[src/core/rco_consts.svh]
// Register offsets, field positions, reset values and widths of the reference clock output block.
`ifndef RCO_CONSTS_SVH
`define RCO_CONSTS_SVH
`define RCO_ADDR_W 4
`define RCO_OFS_CTRL_LOW 4'h0
`define RCO_OFS_CTRL_HIGH 4'h2
`define RCO_OFS_TRIM 4'h4
`define RCO_BIT_ENABLE 15
`define RCO_BIT_IDLE_STOP 13
`define RCO_BIT_PIN_DRIVE 12
`define RCO_BIT_SLEEP_RUN 11
`define RCO_BIT_SWITCH 9
`define RCO_BIT_ACTIVE 8
`define RCO_SEL_W 4
`define RCO_DIV_W 15
`define RCO_TRIM_W 9
`define RCO_TRIM_LSB 7
`define RCO_RESET_LOW 16'h0000
`define RCO_RESET_HIGH 16'h0000
`define RCO_RESET_TRIM 16'h0000
`define RCO_SRC_SYSTEM 4'h0
`define RCO_SRC_PERIPH 4'h1
`define RCO_SRC_PRIMARY 4'h2
`define RCO_SRC_FAST_RC 4'h3
`define RCO_SRC_LP_RC 4'h4
`define RCO_SRC_SECONDARY 4'h5
`define RCO_SRC_PLL8X 4'h6
`define RCO_SRC_REF_IN 4'h8
`define RCO_NUM_PINCLK 6
`endif

[src/core/rco_pkg.sv]
// Types of the reference clock output block.
package rco_pkg;
  typedef enum logic [2:0] {
    RCO_OFF = 3'b001,
    RCO_RUN = 3'b010,
    RCO_DRAIN = 3'b100
  } rco_state_e;
endpackage

[src/core/rco_refclk.sv]
// Reference clock output generator with register port, source select and fractional divider.
//
// Overview of operation
// Module enable bit 15 of the low control register turns the generator on and off.
// Pin drive enable bit 12 drives the generated clock onto the output pin.
// Integer divider is a 15-bit field of the high control register.
// Divider zero passes the base clock; otherwise period is 2 times divider plus trim.
// Four-bit source select picks the base clock; reserved codes give no clock.
// Request status bit 8 reads one while the clock request is active.
// Software avoids writing the low register while the request status reads one.
// Source changes only after enable cleared and hardware cleared the request status.
// Software writes divider and trim, sets switch bit, waits for its clearing.
// Hardware applies new divider and trim, then clears the switch bit.
// Trim adds a fractional part to the integer divisor.
// Idle stop bit 13 halts the generator while the device is idle.
// Sleep run bit 11 keeps the output alive in sleep; otherwise it stops.
// For sleep output software picks a base clock other than system or peripheral.
// Software enables a gated base clock source before selecting it.
// Bits 14, 10 and 7 to 4 of the low register read as zero.
// Output enable, source and divider change only at an output period boundary.
//
// The address map and the plain strobed port are this design's own decisions.
`timescale 1ns/10ps
`include "rco_consts.svh"
module rco_refclk
  import rco_pkg::*;
#(
  parameter int DIV_W = `RCO_DIV_W,
  parameter int TRIM_W = `RCO_TRIM_W
) (
  input wire logic CLOCK, // System clock, 40 MHz.
  input wire logic RESETN, // Asynchronous reset, active low.
  input wire logic [`RCO_ADDR_W-1:0] ADDR, // Register address.
  input wire logic [15:0] WR_DATA, // Register write data.
  input wire logic WR_STROBE, // One-cycle write strobe.
  input wire logic RD_STROBE, // One-cycle read strobe.
  output logic [15:0] RD_DATA, // Read data, valid the cycle after the read strobe.
  input wire logic IDLE_MODE, // Device is in Idle mode.
  input wire logic SLEEP_MODE, // Device is in Sleep mode.
  input wire logic PRIMARY_OSC, // Primary oscillator clock.
  input wire logic FAST_RC_OSCILLATOR, // Fast RC oscillator clock.
  input wire logic LOW_POWER_RC_OSCILLATOR, // Low-power RC oscillator clock.
  input wire logic SECONDARY_OSCILLATOR, // Secondary oscillator clock.
  input wire logic PLL8X_CLK, // 8x PLL clock.
  input wire logic REFERENCE_INPUT_PIN, // Reference clock input pin.
  output logic REFERENCE_OUTPUT_PIN, // Reference clock output level.
  output logic REFERENCE_OUTPUT_OE_N // Output enable of the pin, low while driven.
);

  logic en_r;
  logic idle_stop_r;
  logic pin_en_r;
  logic sleep_run_r;
  logic sw_r;
  logic [`RCO_SEL_W-1:0] sel_r;
  logic [DIV_W-1:0] div_r;
  logic [TRIM_W-1:0] trim_r;
  logic [`RCO_SEL_W-1:0] sel_act_r;
  logic [DIV_W-1:0] div_act_r;
  logic [TRIM_W-1:0] trim_act_r;
  logic pin_act_r;
  rco_state_e state_r;
  logic active;
  logic wr_low;
  logic [`RCO_NUM_PINCLK-1:0] pin_clk;
  logic [`RCO_NUM_PINCLK-1:0] s1_r;
  logic [`RCO_NUM_PINCLK-1:0] s2_r;
  logic [`RCO_NUM_PINCLK-1:0] s3_r;
  logic [`RCO_NUM_PINCLK-1:0] lvl_r;
  logic [`RCO_NUM_PINCLK-1:0] rise_r;
  logic sys_ph_r;
  logic per_ph_r;
  logic sel_lvl;
  logic sel_tick;
  logic run;
  logic [DIV_W-1:0] cnt_r;
  logic [TRIM_W-1:0] acc_r;
  logic carry_r;
  logic out_r;
  logic half_end;
  logic boundary;
  logic [DIV_W:0] half_len;
  logic [TRIM_W:0] acc_sum;

  assign wr_low = WR_STROBE && (ADDR == `RCO_OFS_CTRL_LOW);
  assign active = (state_r != RCO_OFF);
  assign pin_clk = {REFERENCE_INPUT_PIN, PLL8X_CLK, SECONDARY_OSCILLATOR,
                    LOW_POWER_RC_OSCILLATOR, FAST_RC_OSCILLATOR, PRIMARY_OSC};

  // Control register fields written by software.
  always_ff @(posedge CLOCK or negedge RESETN) begin
    if (!RESETN) begin
      en_r <= 1'b0;
      idle_stop_r <= 1'b0;
      pin_en_r <= 1'b0;
      sleep_run_r <= 1'b0;
      sel_r <= '0;
      div_r <= '0;
      trim_r <= '0;
    end else if (WR_STROBE) begin
      if (ADDR == `RCO_OFS_CTRL_LOW) begin
        en_r <= WR_DATA[`RCO_BIT_ENABLE];
        idle_stop_r <= WR_DATA[`RCO_BIT_IDLE_STOP];
        pin_en_r <= WR_DATA[`RCO_BIT_PIN_DRIVE];
        sleep_run_r <= WR_DATA[`RCO_BIT_SLEEP_RUN];
        sel_r <= WR_DATA[`RCO_SEL_W-1:0];
      end
      if (ADDR == `RCO_OFS_CTRL_HIGH) begin
        div_r <= WR_DATA[DIV_W-1:0];
      end
      if (ADDR == `RCO_OFS_TRIM) begin
        trim_r <= WR_DATA[`RCO_TRIM_LSB +: TRIM_W];
      end
    end
  end

  // Switch request: a software set wins over the hardware clear in the same cycle.
  always_ff @(posedge CLOCK or negedge RESETN) begin
    if (!RESETN) begin
      sw_r <= 1'b0;
    end else if (wr_low && WR_DATA[`RCO_BIT_SWITCH]) begin
      sw_r <= 1'b1;
    end else if (sw_r && (boundary || !active)) begin
      sw_r <= 1'b0;
    end
  end

  // Working copies of divider and trim, taken at a period boundary or while the request is off.
  always_ff @(posedge CLOCK or negedge RESETN) begin
    if (!RESETN) begin
      div_act_r <= '0;
      trim_act_r <= '0;
    end else if (sw_r && (boundary || !active)) begin
      div_act_r <= div_r;
      trim_act_r <= trim_r;
    end
  end

  // Source changes only while the request is inactive.
  always_ff @(posedge CLOCK or negedge RESETN) begin
    if (!RESETN) begin
      sel_act_r <= '0;
    end else if (state_r == RCO_OFF) begin
      sel_act_r <= sel_r;
    end
  end

  // Pin drive enable follows the register only while the output is low.
  always_ff @(posedge CLOCK or negedge RESETN) begin
    if (!RESETN) begin
      pin_act_r <= 1'b0;
    end else if (!out_r) begin
      pin_act_r <= pin_en_r;
    end
  end

  // Request state: on at enable, off once the output is low after enable clears.
  always_ff @(posedge CLOCK or negedge RESETN) begin
    if (!RESETN) begin
      state_r <= RCO_OFF;
    end else begin
      unique case (state_r)
        RCO_OFF: begin
          if (en_r) begin
            state_r <= RCO_RUN;
          end
        end
        RCO_RUN: begin
          if (!en_r) begin
            state_r <= RCO_DRAIN;
          end
        end
        RCO_DRAIN: begin
          if (en_r) begin
            state_r <= RCO_RUN;
          end else if (!out_r) begin
            state_r <= RCO_OFF;
          end
        end
      endcase
    end
  end

  // Pin clocks pass three flops; a level counts once the last two agree.
  genvar gi;
  generate
    for (gi = 0; gi < `RCO_NUM_PINCLK; gi++) begin : g_sync
      always_ff @(posedge CLOCK or negedge RESETN) begin
        if (!RESETN) begin
          s1_r[gi] <= 1'b0;
          s2_r[gi] <= 1'b0;
          s3_r[gi] <= 1'b0;
          lvl_r[gi] <= 1'b0;
          rise_r[gi] <= 1'b0;
        end else begin
          s1_r[gi] <= pin_clk[gi];
          s2_r[gi] <= s1_r[gi];
          s3_r[gi] <= s2_r[gi];
          if (s2_r[gi] == s3_r[gi]) begin
            lvl_r[gi] <= s3_r[gi];
          end
          rise_r[gi] <= (s2_r[gi] == s3_r[gi]) && s3_r[gi] && !lvl_r[gi];
        end
      end
    end
  endgenerate

  // System clock phase and peripheral clock at half the system rate.
  always_ff @(posedge CLOCK or negedge RESETN) begin
    if (!RESETN) begin
      sys_ph_r <= 1'b0;
      per_ph_r <= 1'b0;
    end else begin
      sys_ph_r <= !sys_ph_r;
      if (sys_ph_r) begin
        per_ph_r <= !per_ph_r;
      end
    end
  end

  // Base clock selection; reserved codes give no clock.
  always_comb begin
    sel_lvl = 1'b0;
    sel_tick = 1'b0;
    case (sel_act_r)
      `RCO_SRC_SYSTEM: begin
        sel_lvl = sys_ph_r;
        sel_tick = 1'b1;
      end
      `RCO_SRC_PERIPH: begin
        sel_lvl = per_ph_r;
        sel_tick = sys_ph_r;
      end
      `RCO_SRC_PRIMARY: begin
        sel_lvl = lvl_r[0];
        sel_tick = rise_r[0];
      end
      `RCO_SRC_FAST_RC: begin
        sel_lvl = lvl_r[1];
        sel_tick = rise_r[1];
      end
      `RCO_SRC_LP_RC: begin
        sel_lvl = lvl_r[2];
        sel_tick = rise_r[2];
      end
      `RCO_SRC_SECONDARY: begin
        sel_lvl = lvl_r[3];
        sel_tick = rise_r[3];
      end
      `RCO_SRC_PLL8X: begin
        sel_lvl = lvl_r[4];
        sel_tick = rise_r[4];
      end
      `RCO_SRC_REF_IN: begin
        sel_lvl = lvl_r[5];
        sel_tick = rise_r[5];
      end
      default: begin
        sel_lvl = 1'b0;
        sel_tick = 1'b0;
      end
    endcase
  end

  // The generator halts in Idle when asked to and in Sleep unless told to run.
  assign run = (state_r == RCO_RUN) && !(IDLE_MODE && idle_stop_r) && !(SLEEP_MODE && !sleep_run_r);
  assign half_len = {1'b0, div_act_r} + {{DIV_W{1'b0}}, carry_r};
  assign half_end = sel_tick && ({1'b0, cnt_r} + 1'b1 >= half_len);
  assign boundary = half_end && out_r;
  assign acc_sum = {1'b0, acc_r} + {1'b0, trim_act_r};

  // Divider: each half period lasts the divider plus one when the trim carries.
  always_ff @(posedge CLOCK or negedge RESETN) begin
    if (!RESETN) begin
      cnt_r <= '0;
      acc_r <= '0;
      carry_r <= 1'b0;
      out_r <= 1'b0;
    end else if (div_act_r == '0) begin
      cnt_r <= '0;
      acc_r <= '0;
      carry_r <= 1'b0;
      if (run || out_r) begin
        out_r <= run ? sel_lvl : 1'b0;
      end
    end else if (!run && !out_r) begin
      cnt_r <= '0;
    end else if (sel_tick) begin
      if (half_end) begin
        cnt_r <= '0;
        out_r <= !out_r;
        acc_r <= acc_sum[TRIM_W-1:0];
        carry_r <= acc_sum[TRIM_W];
      end else begin
        cnt_r <= cnt_r + 1'b1;
      end
    end
  end

  // Pin outputs.
  always_ff @(posedge CLOCK or negedge RESETN) begin
    if (!RESETN) begin
      REFERENCE_OUTPUT_PIN <= 1'b0;
      REFERENCE_OUTPUT_OE_N <= 1'b1;
    end else begin
      REFERENCE_OUTPUT_PIN <= out_r && pin_act_r;
      REFERENCE_OUTPUT_OE_N <= !pin_act_r;
    end
  end

  // Register read port; unimplemented bits and unmapped addresses read zero.
  always_ff @(posedge CLOCK or negedge RESETN) begin
    if (!RESETN) begin
      RD_DATA <= '0;
    end else if (RD_STROBE) begin
      case (ADDR)
        `RCO_OFS_CTRL_LOW: RD_DATA <= {en_r, 1'b0, idle_stop_r, pin_en_r, sleep_run_r, 1'b0,
                                       sw_r, active, 4'h0, sel_r};
        `RCO_OFS_CTRL_HIGH: RD_DATA <= {1'b0, div_r};
        `RCO_OFS_TRIM: RD_DATA <= {trim_r, 7'h00};
        default: RD_DATA <= '0;
      endcase
    end else begin
      RD_DATA <= '0;
    end
  end
endmodule

[config.mk]
export PLATFORM = sky130hd
export DESIGN_NAME = rco_refclk
export DESIGN_NICKNAME = d
export VERILOG_FILES = /design/src/core/rco_pkg.sv /design/src/core/rco_refclk.sv
export VERILOG_INCLUDE_DIRS = /design/src /design/src/core
export SDC_FILE = /design/constraint.sdc
export NUM_CORES = 1
export LEC_CHECK = 0
export BUFFER_PORTS_ARGS = -buffer_cell sky130_fd_sc_hd__clkbuf_2
export CORE_MARGIN = 2
export CORE_UTILIZATION = 30
export CTS_BUF_LIST = sky130_fd_sc_hd__clkbuf_4
export CTS_CLUSTER_DIAMETER = 150
export DETAILED_ROUTE_END_ITERATION = 10
export GPL_TIMING_DRIVEN = 0
export SLEW_MARGIN = 10
export SYNTH_ARGS = -nofsm -noshare
export SYNTH_HDL_FRONTEND = slang
export SYNTH_SLANG_ARGS = --single-unit
export TNS_END_PERCENT = 20
[constraint.sdc]
create_clock -name CLOCK -period 3.4 [get_ports CLOCK]
set_clock_uncertainty 0.1 [all_clocks]
set_input_delay 0.34 -clock CLOCK [delete_from_list [all_inputs] [get_ports CLOCK]]
set_output_delay 0.34 -clock CLOCK [all_outputs]
set_load 0.02 [all_outputs]
==> impl_metrics.toml <==
[synthesis]
avgSynthCellArea_sq_um = 11.91
yosysUniqueCellTypes = 65
yosys_warnings = 0
syn_nets = 650
ys_async_sr_fraction_pct = 100.0
synthFlopType = "dfrtp_1"
synth_area_sq_mm = 0.006943
synth_edf_count = 0
ys_ff_latch = 141
synth-seq-area-share_pct = 50.86
synth_cells = 583

[floorplan]
rows = 55
start_util_pct = 30.57
die_area_sq_mm = 0.02438
die_h_microns = 156.1
die_x_microns = 156.1
io_pins = 50
core_area_sq_mm = 0.02271

[clock_tree]
clock_latency_ns = 0.56
cts_tree = "done"
clkSinkCount = 141
ctsRootBufferMaster = "clkbuf_4"
htreeDepth = 4
numCtsBuffers = 17
clockBufferDepth = 2
path_clk_slew_ns = 0.12

[worst_setup_path]
cp_data_required_time_ns = 3.74
worstSetupStartpointType = "flip-flop"
crit_start = "cnt_r[1]"
end_kind = "flip-flop"
regToRegSetupSlack_ns = -0.08
r2r_cells = 14
worstReg2RegEnd = "div_act_r[3]"
crit_fanout = 5
r2r_start = "cnt_r[1]"
crit_type = "flip-flop to flip-flop"
critPathArrivalTime_ns = 3.82
endpoint = "div_act_r[3]"

[drt]
vias = 4836
post_drt_wl_per_cell_microns = 15.06
viasPerCell = 4.812
drt-initial-drc-count = 220
drt-pass1-iter-count = 4
final_antenna_net_count = 0
routed_wl_microns = 15140
drc = 0

[sta]
layout_setup_ws_ns = -0.07845
report.final.slew_viol_count = 0
fin_crit_sh_pct = 102.3
rsz0062_at_grt = "true"
finalHoldViolations = 0
tns_ns = -1.222
relSlewSlack_pct = 40.16
tightest_slew_ns = 0.8943
post-route-min-period_ns = 3.478
finalSetupViolCount = 24
fmax_mhz = 287.5

[final_layout]
seqCellArea_sq_mm = 0.003540
final_common_cell = "dfrtp_1"
multi_input_area_sq_mm = 0.003596
drive_gt1_share_pct = 34.08
layout.nets = 773
num-fill-cells = 2200
area_growth_pct = 26.44
finish.instance_area_sq_mm = 0.008778
mostFrequentLayoutCells = "dfrtp_1 (132), clkbuf_2 (48), mux2_2 (47)"

[global_route]
grt_first_pass_wirelength_microns = 25380
grt_pass1_vias = 4912
grt_max_degree = 82
grt.total_usage_pct = 13.18
gr-total-overflow = 0
antenna_found_initial = 1

[pwr]
p_per_area_mw_per_mm2 = 589.7
power_leakage_uw = 0.004032
peakVddDrop_v = 0.0004124

[place]
port_buffers = 48
hpwl_microns = 10330
placed_cell_area_sq_mm = 0.007619
gp_congestion = 0.8022
pre_cts_slack_ns = -0.4638

[outcome]
violations = "setup timing"
outcome = "finished with violations"

[flow_run]
max_cap_violations = 0

[worst_hold_path]
hold_class = "input pin to flip-flop"
==> cells by family after synthesis <==
kind of cell               Yosys count  synth area share, %
and+or+nand+nor                    179                14.02
xor gates and xnor gates            34                4.289
DFF                                141                50.86
muxes                               80                13.89
buffers and inverters               31                2.000
adders and majority gates           35                6.416
AOI/OAI and AO/OA                   83                8.524
==> metal layers <==
| metal | up-vias | global-route usage [%] | part of all wire [%] | wire length, microns |
|---|---|---|---|---|
| li1 | 2363 | - | - | - |
| met1 | 2384 | 17.36 | 47 | 7096 |
| met2 | 71 | 21.45 | 48 | 7285 |
| met3 | 18 | 2.722 | 3.0 | 453 |
| met4 | 0 | 4.893 | 2.0 | 301 |
| met5 | - | 0 | 0 | 0 |
==> per-stage QoR <==
stage	hold slack, ns	power [uW]	instances	util [%]
finish	0.08126	5176	1005	38.66
global route	0.05614	5524	1005	38.66
CTS	0.03286	5133	995	37.33
detailed placement	0.2379	3820	917	33.55
global placement	0.2329	3796	916	33.39
floorplan	-0.05559	3339	583	-
==> worst min path at each step <==
| stage | from | end | slack, ns | cells after the start |
|---|---|---|---|---|
| 5_1_grt | RD_STROBE | RD_DATA[5] | 0.06 | 3 |
| 2_1_floorplan | RESETN | RD_DATA[0] | -0.06 | 0 |
| 3_5_place_dp | s1_r[5] | s2_r[5] | 0.24 | 0 |
| 4_1_cts | ADDR[3] | sw_r | 0.03 | 4 |
| 6_report | ADDR[3] | sw_r | 0.08 | 4 |
| 3_3_place_gp | s1_r[3] | s2_r[3] | 0.23 | 0 |
==> flip-flops by register name, indices dropped and copies added (netlist names), 6 cells and up <==
signal      flops
RD_DATA        16
div_act_r      15
rise_r          6
acc_r           9
s2_r            6
s1_r            6
cnt_r          15
trim_act_r      9
div_r          15
lvl_r           6
trim_r          9
s3_r            6
==> layout make-up <==
class	count	area share [%]
buffer	21	1.411
antenna	1	0.02851
timing repair buffer	104	9.364
tap	285	4.062
sequential	141	40.32
clock buffer	17	1.454
inverter	10	0.4276
multi-input combinational	411	40.96
clock inverter	15	1.967
==> critical path, cell delays in order (launching register included) <==
cell and delay [ns]:
dfrtp_1 0.43, buf_6 0.13, nand4_1 0.22, nor3_2 0.23
nand3_1 0.17, xnor2_1 0.18, ha_1 0.30, and4_4 0.23
nand2_1 0.07, o311a_4 0.34, a211oi_4 0.28, a21oi_4 0.07
buf_12 0.18, clkbuf_16 0.16, mux2_4 0.29
==> timing repair <==
| item | CTS | global route |
|---|---|---|
| hold buffers | 25 | 0 |
| gates resized for setup | 26 | 42 |
| cloned | 1 | 1 |
| pin swaps | 11 | 22 |
| buffers inserted | 20 | 8 |
| setup endpoints to repair | 51 | 51 |
| endpoints found under the hold margin | 99 | 0 |
==> Yosys cell counts (3+ instances only) <==
master / count / area share (%)
a21oi_1: 19 / 1.4
nor3b_1: 4 / 0.43
or3_1: 4 / 0.36
nor2b_1: 18 / 1.6
a32oi_1: 3 / 0.38
nand3_1: 33 / 2.4
a211oi_1: 3 / 0.32
nand2b_1: 6 / 0.54
and2_1: 4 / 0.36
nor3_1: 9 / 0.65
o21ai_0: 11 / 0.79
mux2_4: 20 / 4.3
o22ai_1: 4 / 0.36
clkbuf_1: 12 / 0.65
o21a_1: 3 / 0.32
dfrtp_1: 139 / 50
nand2_1: 37 / 2.0
nor4_1: 4 / 0.36
mux2i_1: 9 / 1.3
o21ai_1: 6 / 0.43
a22oi_1: 6 / 0.65
nor2_1: 29 / 1.6
and3_1: 8 / 0.72
mux2_2: 47 / 7.6
and4_1: 6 / 0.76
a221o_1: 3 / 0.43
ha_1: 34 / 6.1
buf_2: 6 / 0.43
a22o_1: 4 / 0.50
mux2_1: 4 / 0.65
nand4_1: 5 / 0.45
xor2_1: 14 / 1.8
inv_1: 10 / 0.54
xnor2_1: 20 / 2.5
==> where the power goes <==
group / switching (uW) / leakage [uW] / internal, uW / total (uW)
Combinational: 1020 / 0.00206 / 815 / 1840
Sequential: 238 / 0.00181 / 1960 / 2190
Clock: 681 / 0.000163 / 461 / 1140
Power figures use the tool's default switching activity.
